## src/logic/anp_pkg.sv

```systemverilog
// Package for the auto-negotiation next page transmit register block
`default_nettype none
package anp_pkg;
	localparam logic [4:0] ANP_ADDR_NP_TX = 5'h07;
	localparam logic [4:0] ANP_ADDR_EXPANSION = 5'h06;
	localparam int ANP_BIT_MORE_PAGES = 15;
	localparam int ANP_BIT_RESERVED = 14;
	localparam int ANP_BIT_MSG_PAGE = 13;
	localparam int ANP_BIT_COMPLY = 12;
	localparam int ANP_BIT_TOGGLE = 11;
	localparam int ANP_CODE_W = 11;
	localparam int ANP_BIT_PAGE_RX = 1;
	localparam logic [10:0] ANP_CODE_RST = 11'h001;
	localparam logic ANP_MORE_PAGES_RST = 1'b0;
	localparam logic ANP_MSG_PAGE_RST = 1'b1;
	localparam logic ANP_COMPLY_RST = 1'b0;
	localparam logic ANP_TOGGLE_RST = 1'b0;

	typedef struct packed {
		logic more_pages_flag;
		logic message_page_select;
		logic comply_acknowledge;
		logic tx_toggle_bit;
		logic [10:0] code;
	} anp_page_t;

	typedef struct packed {
		logic rd;
		logic wr;
		logic [4:0] addr;
		logic [15:0] wdata;
	} anp_mgmt_req_t;
endpackage
`default_nettype wire

```

## src/logic/anp_next_page_tx.sv

```systemverilog
// Next page transmit register with toggle tracking and page-received flag
`timescale 1ns/10ps
`default_nettype none
module anp_next_page_tx
	import anp_pkg::*;
(
	input wire logic i_core_clk,
	input wire logic i_srst,
	input var anp_mgmt_req_t i_mgmt_req,
	input wire logic i_page_sent,
	input wire logic i_page_received,
	output logic [15:0] o_rdata,
	output var anp_page_t o_tx_page
);
	anp_page_t page_q, page_d;
	logic page_rx_q, page_rx_d;
	logic [15:0] rdata_q, rdata_d;
	logic wr_np, rd_exp;

	function automatic logic [15:0] anp_pack(input anp_page_t p);
		logic [15:0] w;
		w = 16'h0000;
		w[ANP_BIT_MORE_PAGES] = p.more_pages_flag;
		w[ANP_BIT_MSG_PAGE] = p.message_page_select;
		w[ANP_BIT_COMPLY] = p.comply_acknowledge;
		w[ANP_BIT_TOGGLE] = p.tx_toggle_bit;
		w[ANP_CODE_W-1:0] = p.code;
		return w; // Bit 14 stays zero
	endfunction

	// Address match is shared by the write path and both read paths
	function automatic logic anp_hit(input logic [4:0] a, input logic [4:0] target);
		return a == target;
	endfunction

	assign wr_np = i_mgmt_req.wr && anp_hit(i_mgmt_req.addr, ANP_ADDR_NP_TX);
	assign rd_exp = i_mgmt_req.rd && anp_hit(i_mgmt_req.addr, ANP_ADDR_EXPANSION);

	// Page contents: software fields from writes, toggle from the transmit side
	always_comb begin
		page_d = page_q;
		if (wr_np) begin
			page_d.more_pages_flag = i_mgmt_req.wdata[ANP_BIT_MORE_PAGES];
			page_d.message_page_select = i_mgmt_req.wdata[ANP_BIT_MSG_PAGE];
			page_d.comply_acknowledge = i_mgmt_req.wdata[ANP_BIT_COMPLY];
			page_d.code = i_mgmt_req.wdata[ANP_CODE_W-1:0];
		end
		// Toggle is hardware owned; software writes never reach it
		if (i_page_sent) begin
			page_d.tx_toggle_bit = ~page_q.tx_toggle_bit;
		end
	end

	always_ff @(posedge i_core_clk) begin
		if (i_srst) begin
			page_q <= '{ANP_MORE_PAGES_RST, ANP_MSG_PAGE_RST, ANP_COMPLY_RST,
				ANP_TOGGLE_RST, ANP_CODE_RST};
		end else begin
			page_q <= page_d;
		end
	end

	// Set wins over the read clear so a page arriving with the read is kept
	always_comb begin
		page_rx_d = page_rx_q;
		if (rd_exp) begin
			page_rx_d = 1'b0;
		end
		if (i_page_received) begin
			page_rx_d = 1'b1;
		end
	end

	always_ff @(posedge i_core_clk) begin
		if (i_srst) begin
			page_rx_q <= 1'b0;
		end else begin
			page_rx_q <= page_rx_d;
		end
	end

	// Read data is held between reads so a slow master can still pick it up
	always_comb begin
		rdata_d = rdata_q;
		if (i_mgmt_req.rd) begin
			rdata_d = 16'h0000;
			if (anp_hit(i_mgmt_req.addr, ANP_ADDR_NP_TX)) begin
				rdata_d = anp_pack(page_q);
			end else if (rd_exp) begin
				rdata_d[ANP_BIT_PAGE_RX] = page_rx_q;
			end
		end
	end

	always_ff @(posedge i_core_clk) begin
		if (i_srst) begin
			rdata_q <= 16'h0000;
		end else begin
			rdata_q <= rdata_d;
		end
	end

	assign o_rdata = rdata_q;
	assign o_tx_page = page_q;

	property p_toggle_flips;
		@(posedge i_core_clk) disable iff (i_srst)
		i_page_sent |=> o_tx_page.tx_toggle_bit != $past(o_tx_page.tx_toggle_bit);
	endproperty
	a_toggle_flips: assert property (p_toggle_flips) else $error("toggle did not flip");

	property p_toggle_holds;
		@(posedge i_core_clk) disable iff (i_srst)
		!i_page_sent |=> $stable(o_tx_page.tx_toggle_bit);
	endproperty
	a_toggle_holds: assert property (p_toggle_holds) else $error("toggle moved");

	property p_reserved_zero;
		@(posedge i_core_clk) disable iff (i_srst)
		i_mgmt_req.rd && i_mgmt_req.addr == ANP_ADDR_NP_TX |=> o_rdata[ANP_BIT_RESERVED] == 1'b0;
	endproperty
	a_reserved_zero: assert property (p_reserved_zero) else $error("reserved bit set");

	property p_more_pages_wr;
		@(posedge i_core_clk) disable iff (i_srst)
		wr_np |=> o_tx_page.more_pages_flag == $past(i_mgmt_req.wdata[15]);
	endproperty
	a_more_pages_wr: assert property (p_more_pages_wr) else $error("more pages not written");

	property p_msg_sel_wr;
		@(posedge i_core_clk) disable iff (i_srst)
		wr_np |=> o_tx_page.message_page_select == $past(i_mgmt_req.wdata[13]);
	endproperty
	a_msg_sel_wr: assert property (p_msg_sel_wr) else $error("page select not written");

	property p_comply_wr;
		@(posedge i_core_clk) disable iff (i_srst)
		wr_np |=> o_tx_page.comply_acknowledge == $past(i_mgmt_req.wdata[12]);
	endproperty
	a_comply_wr: assert property (p_comply_wr) else $error("comply not written");

	property p_code_wr;
		@(posedge i_core_clk) disable iff (i_srst)
		wr_np |=> o_tx_page.code == $past(i_mgmt_req.wdata[10:0]);
	endproperty
	a_code_wr: assert property (p_code_wr) else $error("code not written");

	property p_reset_vals;
		@(posedge i_core_clk)
		i_srst |=> o_tx_page.code == ANP_CODE_RST && o_tx_page.message_page_select
			&& !o_tx_page.more_pages_flag && !o_tx_page.comply_acknowledge;
	endproperty
	a_reset_vals: assert property (p_reset_vals) else $error("bad reset value");

	property p_page_rx_set;
		@(posedge i_core_clk) disable iff (i_srst)
		i_page_received |=> page_rx_q;
	endproperty
	a_page_rx_set: assert property (p_page_rx_set) else $error("page rx lost");

	property p_page_rx_clear;
		@(posedge i_core_clk) disable iff (i_srst)
		rd_exp && !i_page_received |=> !page_rx_q;
	endproperty
	a_page_rx_clear: assert property (p_page_rx_clear) else $error("page rx not cleared");

	property p_page_rx_read;
		@(posedge i_core_clk) disable iff (i_srst)
		rd_exp && page_rx_q |=> o_rdata[ANP_BIT_PAGE_RX];
	endproperty
	a_page_rx_read: assert property (p_page_rx_read) else $error("rx flag unread");

	property p_page_rx_holds;
		@(posedge i_core_clk) disable iff (i_srst)
		!rd_exp && !i_page_received |=> $stable(page_rx_q);
	endproperty
	a_page_rx_holds: assert property (p_page_rx_holds) else $error("rx flag moved");

	property p_exp_other_zero;
		@(posedge i_core_clk) disable iff (i_srst)
		rd_exp |=> o_rdata[15:2] == 14'h0000 && !o_rdata[0];
	endproperty
	a_exp_other_zero: assert property (p_exp_other_zero) else $error("exp bits set");

	property p_reset_rx;
		@(posedge i_core_clk)
		i_srst |=> !page_rx_q && o_rdata == 16'h0000;
	endproperty
	a_reset_rx: assert property (p_reset_rx) else $error("bad rx reset");

	// The read word is compared whole against the page one cycle earlier, with bit 14 zero
	property p_np_read;
		@(posedge i_core_clk) disable iff (i_srst)
		i_mgmt_req.rd && i_mgmt_req.addr == ANP_ADDR_NP_TX
			|=> o_rdata == {$past(o_tx_page.more_pages_flag), 1'b0, $past(o_tx_page[13:0])};
	endproperty
	a_np_read: assert property (p_np_read) else $error("bad page read");

	property p_unmapped_zero;
		@(posedge i_core_clk) disable iff (i_srst)
		i_mgmt_req.rd && i_mgmt_req.addr != ANP_ADDR_NP_TX
			&& i_mgmt_req.addr != ANP_ADDR_EXPANSION |=> o_rdata == 16'h0000;
	endproperty
	a_unmapped_zero: assert property (p_unmapped_zero) else $error("unmapped read");

	property p_rdata_holds;
		@(posedge i_core_clk) disable iff (i_srst)
		!i_mgmt_req.rd |=> $stable(o_rdata);
	endproperty
	a_rdata_holds: assert property (p_rdata_holds) else $error("read data moved");

	property p_page_holds;
		@(posedge i_core_clk) disable iff (i_srst)
		!wr_np && !i_page_sent |=> $stable(o_tx_page);
	endproperty
	a_page_holds: assert property (p_page_holds) else $error("page moved");
endmodule
`default_nettype wire

```

## config.mk

```make
export PLATFORM = sky130hd
export DESIGN_NAME = anp_next_page_tx
export DESIGN_NICKNAME = d
export VERILOG_FILES = /design/src/logic/anp_pkg.sv /design/src/logic/anp_next_page_tx.sv
export SDC_FILE = /design/constraint.sdc
export NUM_CORES = 1
export LEC_CHECK = 0
export ABC_AREA = 1
export CELL_PAD_IN_SITES_DETAIL_PLACEMENT = 0
export CELL_PAD_IN_SITES_GLOBAL_PLACEMENT = 1
export CORE_MARGIN = 3
export CORE_UTILIZATION = 24
export CTS_CLUSTER_SIZE = 24
export DETAILED_ROUTE_END_ITERATION = 10
export DONT_BUFFER_PORTS = 1
export PLACE_DENSITY = 0.45
export SLEW_MARGIN = 20
export SYNTH_ARGS = -nofsm -noshare
export SYNTH_HDL_FRONTEND = slang
export SYNTH_SLANG_ARGS = --single-unit
```

## constraint.sdc

```tcl
create_clock -name i_core_clk -period 1.85 [get_ports i_core_clk]
set_clock_uncertainty 0.05 [all_clocks]
set_input_delay 0.37 -clock i_core_clk [delete_from_list [all_inputs] [get_ports i_core_clk]]
set_output_delay 0.37 -clock i_core_clk [all_outputs]
set_load 0.01 [all_outputs]
```

After elaboration in Yosys (flattened, before gate mapping)
Cells that the tools add are included.
{ "totals": {"regBits": 32, "out_inout_bits": 31, "wordCells": 19} }
{ "classes": {"eq_ne": 2, "mux": 6, "n_bitwise": 1, "reduce_logical": 3} }
{ "op_table": {"columns": ["operator", "count"], "rows": [
  ["$mux 14", 1],
  ["$eq 5x3->1 const B", 2],
  ["$mux 1", 5],
  ["$logic_and 1x1->1", 2],
  ["$reduce_bool 2->1", 1],
  ["$not 1->1", 1]
]} }

Longest topological paths before layout
Gate-level depths: netlist (run 1).
{ "depth": {"ltp_word": 4, "depth_mapped": 8, "mapped_depth_nobuf": 7} }

Worst setup path before layout (run 1)
Ideal clock, no wire load.
{ "synth_path": {"path_type": "input to register", "startpoint": "input i_srst", "endpoint": "register page_q, in the netlist o_tx_page[0]", "arrival_ns": 0.983, "required_time_ns": 1.666, "setup_slack_ns": 0.684, "cell_stages": 4, "n_path_buf": 2, "cell_sequence": "buf_2 > inv_1 > clkbuf_1 > nand3_1"} }
{ "synth_rtl": {"columns": ["item", "line", "rtl"], "rows": [
  ["start: declaration", "anp_next_page_tx.sv:8", "input wire logic i_srst,"],
  ["end signal: assignment", "anp_next_page_tx.sv:56", "page_q <= '{ANP_MORE_PAGES_RST, ANP_MSG_PAGE_RST, ANP_COMPLY_RST,"],
  ["end signal: assignment", "anp_next_page_tx.sv:59", "page_q <= page_d;"],
  ["end: declaration", "anp_next_page_tx.sv:15", "anp_page_t page_q, page_d;"]
]} }
No word-level cell between the ends.

Worst setup path in the final report (run 1)
{ "layout_path": {"startpoint": "register page_q, in the netlist o_tx_page[13]", "endpoint": "output o_tx_page[13] in the netlist's numbering"} }
{ "layout_rtl": {"columns": ["item", "line", "rtl"], "rows": [
  ["end: declaration", "anp_next_page_tx.sv:13", "output var anp_page_t o_tx_page"]
]} }
No word-level cell between the ends.

==> results of run 1 <==
==> area by class of cell <==
class,instances,area [um2]
timing repair buffer,2,15.0
sequential,31,621
fill,580,3440
tap,67,83.8
multi-input combinational,116,529
clock buffer,8,100
inverter,7,26.3
==> path summary, 6_finish.rpt <==
path | from | to | cells past startpoint
min | i_srst | o_rdata[2] | 1
max reg2reg | o_tx_page[1] | o_rdata[1] | 4
min reg2reg | page_rx_q | page_rx_q | 2
max | o_tx_page[13] | o_tx_page[13] | 0
==> state kept, by name (all words and copies together) (netlist names) <==
name and flops:
page_rx_q 1, o_rdata 15, o_tx_page 15
==> logic make-up (layout without fill, tap and decap cells) <==
kind of cell,Yosys count,after routing,synth area share [%]
xor gates and xnor gates,1,1,0.714
buffers and inverters,16,17,6.32
other,1,1,0.306
and+or+nand+nor,99,99,36.0
DFF,31,31,50.6
AOI/OAI and AO/OA,15,15,6.12
==> placed cells by master (no fill, tap or decap), types with 2 or more instances in the layout <==
cell       n
nand2_1   49
dfxtp_1   31
nor2_1    29
a21oi_1   15
nand3b_1  12
clkbuf_8   7
inv_1      5
nand3_1    5
inv_2      2
buf_4      2
==> per-layer routing <==
metal  up-vias  track usage, %
li1        506               -
met1       452            13.9
met2        37            15.2
met3         6            5.80
met4         0            4.27
met5         -               0
==> report_power, final <==
group          internal (uW)  switching, uW  leakage [uW]  total, uW
Combinational           19.2           28.8      0.000214       47.9
Sequential               677           12.2      0.000251        689
Clock                    339            240     0.0000515        579
Total                   1040            281      0.000516       1320
==> through the flow <==
| stage | utilization (%) | power [uW] |
|---|---|---|
| floorplan | - | 752 |
| global placement | 26.5 | 752 |
| detailed placement | 26.5 | 754 |
| CTS | 28.5 | 1340 |
| global route | 28.5 | 1370 |
| finish | 28.5 | 1320 |
==> flow_metrics.py, run 1 <==
metrics = {
    "cts": {
        "clk_latency_ns": 0.28,
        "cts_hold_buf": 0,
        "cts_htree_levels": 2,
        "clockBufferDepth": 2,
        "cts_tree": "yes",
        "cts_resized": 0,
        "cts_setup_buffers": 0,
        "clockRootBuffer": "clkbuf_8",
        "cts.reportedPaths.clkPinSlew_ns": 0.07,
        "cts_made_buffers": 5,
        "cts.sinks": 31,
    },
    "synth": {
        "ys_types": 19,
        "syn_area_per_cell_um2": 7.53,
        "synth-main-ff-cell": "dfxtp_1",
        "synth.cell_area_mm2": 0.00123,
        "yosysTopAreaCell": "dfxtp_1",
        "synth_area_leaders": "dfxtp_1, nand2_1, nor2_1",
        "syn_nets": 190,
        "yosysTopAreaCellShare_pct": 50.6,
        "synthCells": 163,
        "synth-seq-area-share_pct": 50.6,
        "synthTopCellsByCount": "nand2_1, dfxtp_1, nor2_1, a21oi_1, nand3b_1",
        "ys_warn_count": 0,
        "async_flop_share_pct": 0,
        "synth.most_common_cell": "nand2_1",
        "synth_edf_count": 0,
        "ys_ff_latch": 31,
    },
    "power_and_ir_drop": {
        "p_per_area_mw_per_mm2": 957,
        "p_leak_uw": 0.000516,
        "ir_worst_vdd_mv": 0.270,
    },
    "global_routing": {
        "grt_max_degree": 19,
        "grtUsageTotal_pct": 10.9,
        "antenna_found_initial": 0,
        "grt_pass1_vias": 942,
        "grt_pass1_wl_um": 5000,
        "grt_overflow": 0,
    },
    "die": {
        "die_area_mm2": 0.00601,
        "core_mm2": 0.00482,
        "start_util_pct": 25.5,
        "die_w_um": 77.5,
        "rows": 25,
        "pin_count": 58,
        "die_y_um": 77.5,
    },
    "route": {
        "wl_met3_um": 306,
        "first_iter_violations": 16,
        "drt-wirelength-per-cell_um": 14.0,
        "vias": 1001,
        "dr.pass1.iters": 3,
        "viasPerCell": 4.33,
        "wl_met1_um": 1520,
        "route.met2.wl_um": 1350,
        "top_layer": "met4",
        "drc": 0,
        "ant_nets": 0,
        "wirelength_um": 3220,
    },
    "place": {
        "dpl_cell_area_mm2": 0.00127,
        "dp.final_hpwl_um": 2450,
        "dp_slack_ns": 0.480,
        "place_congestion": 0.661,
        "io_buffers": 0,
        "dp_cells": 223,
    },
    "final_layout": {
        "drive_above_1_share_pct": 9.15,
        "fin_area_mm2": 0.00138,
        "antenna_cells": 0,
        "fin_nets": 190,
        "syn2layout_area_growth_pct": 12.0,
        "stdcell_count": 231,
    },
    "setup_path": {
        "cp.required_ns": 1.43,
        "worst-setup-path-type": "flop to output pin",
        "cp_max_fo": 3,
        "endpoint_kind": "output pin",
        "start_kind": "flop",
        "cp.arrival_ns": 0.73,
        "rrSetupSlack_ns": 1.07,
    },
    "sta": {
        "setup-violations-final": 0,
        "maxSlewViolCount": 0,
        "holdWs_ns": 0.104,
        "rsz0062_at_grt": "no",
        "finalHoldViolCount": 0,
        "min_period_ns": 1.15,
        "fin_ws_ns": 0.701,
        "finalSetupTns_ns": 0,
        "post-route-period-util_pct": 62.1,
        "fmax_ghz": 0.870,
    },
    "min_path": {
        "hp-class": "input pin to flop",
    },
    "run_status": {
        "status": "completed",
    },
    "flow_run": {
        "maxCapViolCount": 0,
    },
}
Note: power is estimated with default switching activity, not from simulation.
==> run 2: changes to the inputs <==
==> constraint.sdc (replaced) <==
create_clock -name i_core_clk -period 1.2 [get_ports i_core_clk]
set_clock_uncertainty 0.05 [all_clocks]
set_input_delay 0.24 -clock i_core_clk [delete_from_list [all_inputs] [get_ports i_core_clk]]
set_output_delay 0.24 -clock i_core_clk [all_outputs]
set_load 0.01 [all_outputs]
==> run 2 against run 1 <==
Critical path type unchanged. Global-route usage rose by 0.85 points. Combinational power rose by 86%. First-iteration DRC count rose by 100%. Non-clock buffer count rose by 3. Die area did not move. Total power rose by 46%. Largest cell class unchanged. Worst setup slack got worse by 0.50 ns. Flip-flop and latch count did not move. Highest routed layer unchanged.
==> flow_metrics.py, run 2 (synthesized netlist as in run 1, its figures left out) <==
metrics = {
    "sta": {
        "holdWs_ns": 0.0274,
        "maxSlewViolCount": 0,
        "worst_pin_slew_ns": 0.593,
        "post-route-period-util_pct": 83.6,
        "min_period_ns": 1.00,
        "finalSetupTns_ns": 0,
        "setup-violations-final": 0,
        "fin_ws_ns": 0.197,
        "rsz0062_at_grt": "no",
        "finalHoldViolCount": 0,
        "slew_headroom_pct": 60.5,
        "fmax_ghz": 0.997,
    },
    "cts": {
        "cts.sinks": 31,
        "cts.reportedPaths.clkPinSlew_ns": 0.06,
        "cts_made_buffers": 5,
        "cts_htree_levels": 2,
        "cts_tree": "yes",
        "clk_latency_ns": 0.27,
        "cts_setup_buffers": 0,
        "clockBufferDepth": 2,
        "clockRootBuffer": "clkbuf_8",
    },
    "place": {
        "io_buffers": 0,
        "dp_slack_ns": 0.107,
        "dpl_cell_area_mm2": 0.00128,
        "place_congestion": 0.676,
        "dp.final_hpwl_um": 2440,
    },
    "die": {
        "start_util_pct": 25.5,
        "core_mm2": 0.00482,
        "die_w_um": 77.5,
        "die_area_mm2": 0.00601,
        "pin_count": 58,
        "rows": 25,
        "die_y_um": 77.5,
    },
    "final_layout": {
        "syn2layout_area_growth_pct": 13.6,
        "layout_common_cells": "nand2_1, dfxtp_1, nor2_1",
        "antenna_cells": 0,
        "fin_nets": 193,
        "drive_above_1_share_pct": 10.2,
        "final_common_cell": "nand2_1",
        "fin_area_mm2": 0.00139,
    },
    "route": {
        "first_iter_violations": 32,
        "dr.pass1.iters": 4,
        "ant_nets": 0,
        "drt-wirelength-per-cell_um": 14.0,
        "drc": 0,
        "viasPerCell": 4.30,
        "vias": 1007,
        "wirelength_um": 3270,
    },
    "global_routing": {
        "grt_overflow": 0,
        "antenna_found_initial": 0,
        "grt_pass1_vias": 1001,
        "grt_max_degree": 16,
        "grtUsageTotal_pct": 11.7,
        "grt_pass1_wl_um": 5330,
    },
    "setup_path": {
        "cp.required_ns": 0.91,
        "cp.arrival_ns": 0.71,
        "worst-setup-path-type": "flop to output pin",
        "cp_max_fo": 3,
        "endpoint_kind": "output pin",
        "start_kind": "flop",
    },
    "power_and_ir_drop": {
        "p_per_area_mw_per_mm2": 1380,
        "ir_worst_vdd_mv": 0.580,
        "p_leak_uw": 0.000542,
    },
    "min_path": {
        "hp-class": "input pin to flop",
    },
    "flow_run": {
        "maxCapViolCount": 0,
    },
    "run_status": {
        "status": "completed",
    },
}
-- run 2: cell type report --
class / instances / area (um2)
timing repair buffer: 5 / 47.5
clock buffer: 7 / 76.3
inverter: 7 / 26.3
tap: 67 / 83.8
clock inverter: 1 / 5.00
multi-input combinational: 116 / 533
sequential: 31 / 622
fill: 546 / 3420
-- run 2: path summary, 6_finish.rpt --
path / slack [ns] / end / from / cells after the start
max: 0.20 / o_tx_page[7] / o_tx_page[7] / 0
min: 0.03 / o_tx_page[13] / i_mgmt_req[13] / 2
max reg2reg: 0.34 / page_rx_q / page_rx_q / 3
min reg2reg: 0.46 / o_rdata[9] / o_rdata[9] / 2
-- run 2: per-layer routing --
layer  GRT usage, %  up-vias  wire length, um
li1               -      513                -
met1           14.2      448             1480
met2           17.2       40             1410
met3           6.38        6              327
met4           4.80        0               50
met5              0        -                0
-- run 2: repair_timing --
| action | CTS | global route |
|---|---|---|
| hold buffers | 2 | 0 |
| gates resized for setup | 0 | 4 |
| hold endpoints to repair | 16 | 0 |
| setup endpoints to repair | 0 | 8 |
-- run 2: stage by stage --
step	util (%)	total power, uW	cells
finish	28.9	1920	234
global route	28.9	2040	234
CTS	28.7	1960	234
detailed placement	26.6	1160	224
global placement	26.6	1160	224
floorplan	-	1160	163
-- run 2: where the power goes --
group	switching, uW	internal [uW]	leakage [uW]
sequential	18.7	1040	0.000251
combinational	52.5	36.9	0.000249
clock	365	406	0.0000422
total	436	1490	0.000542
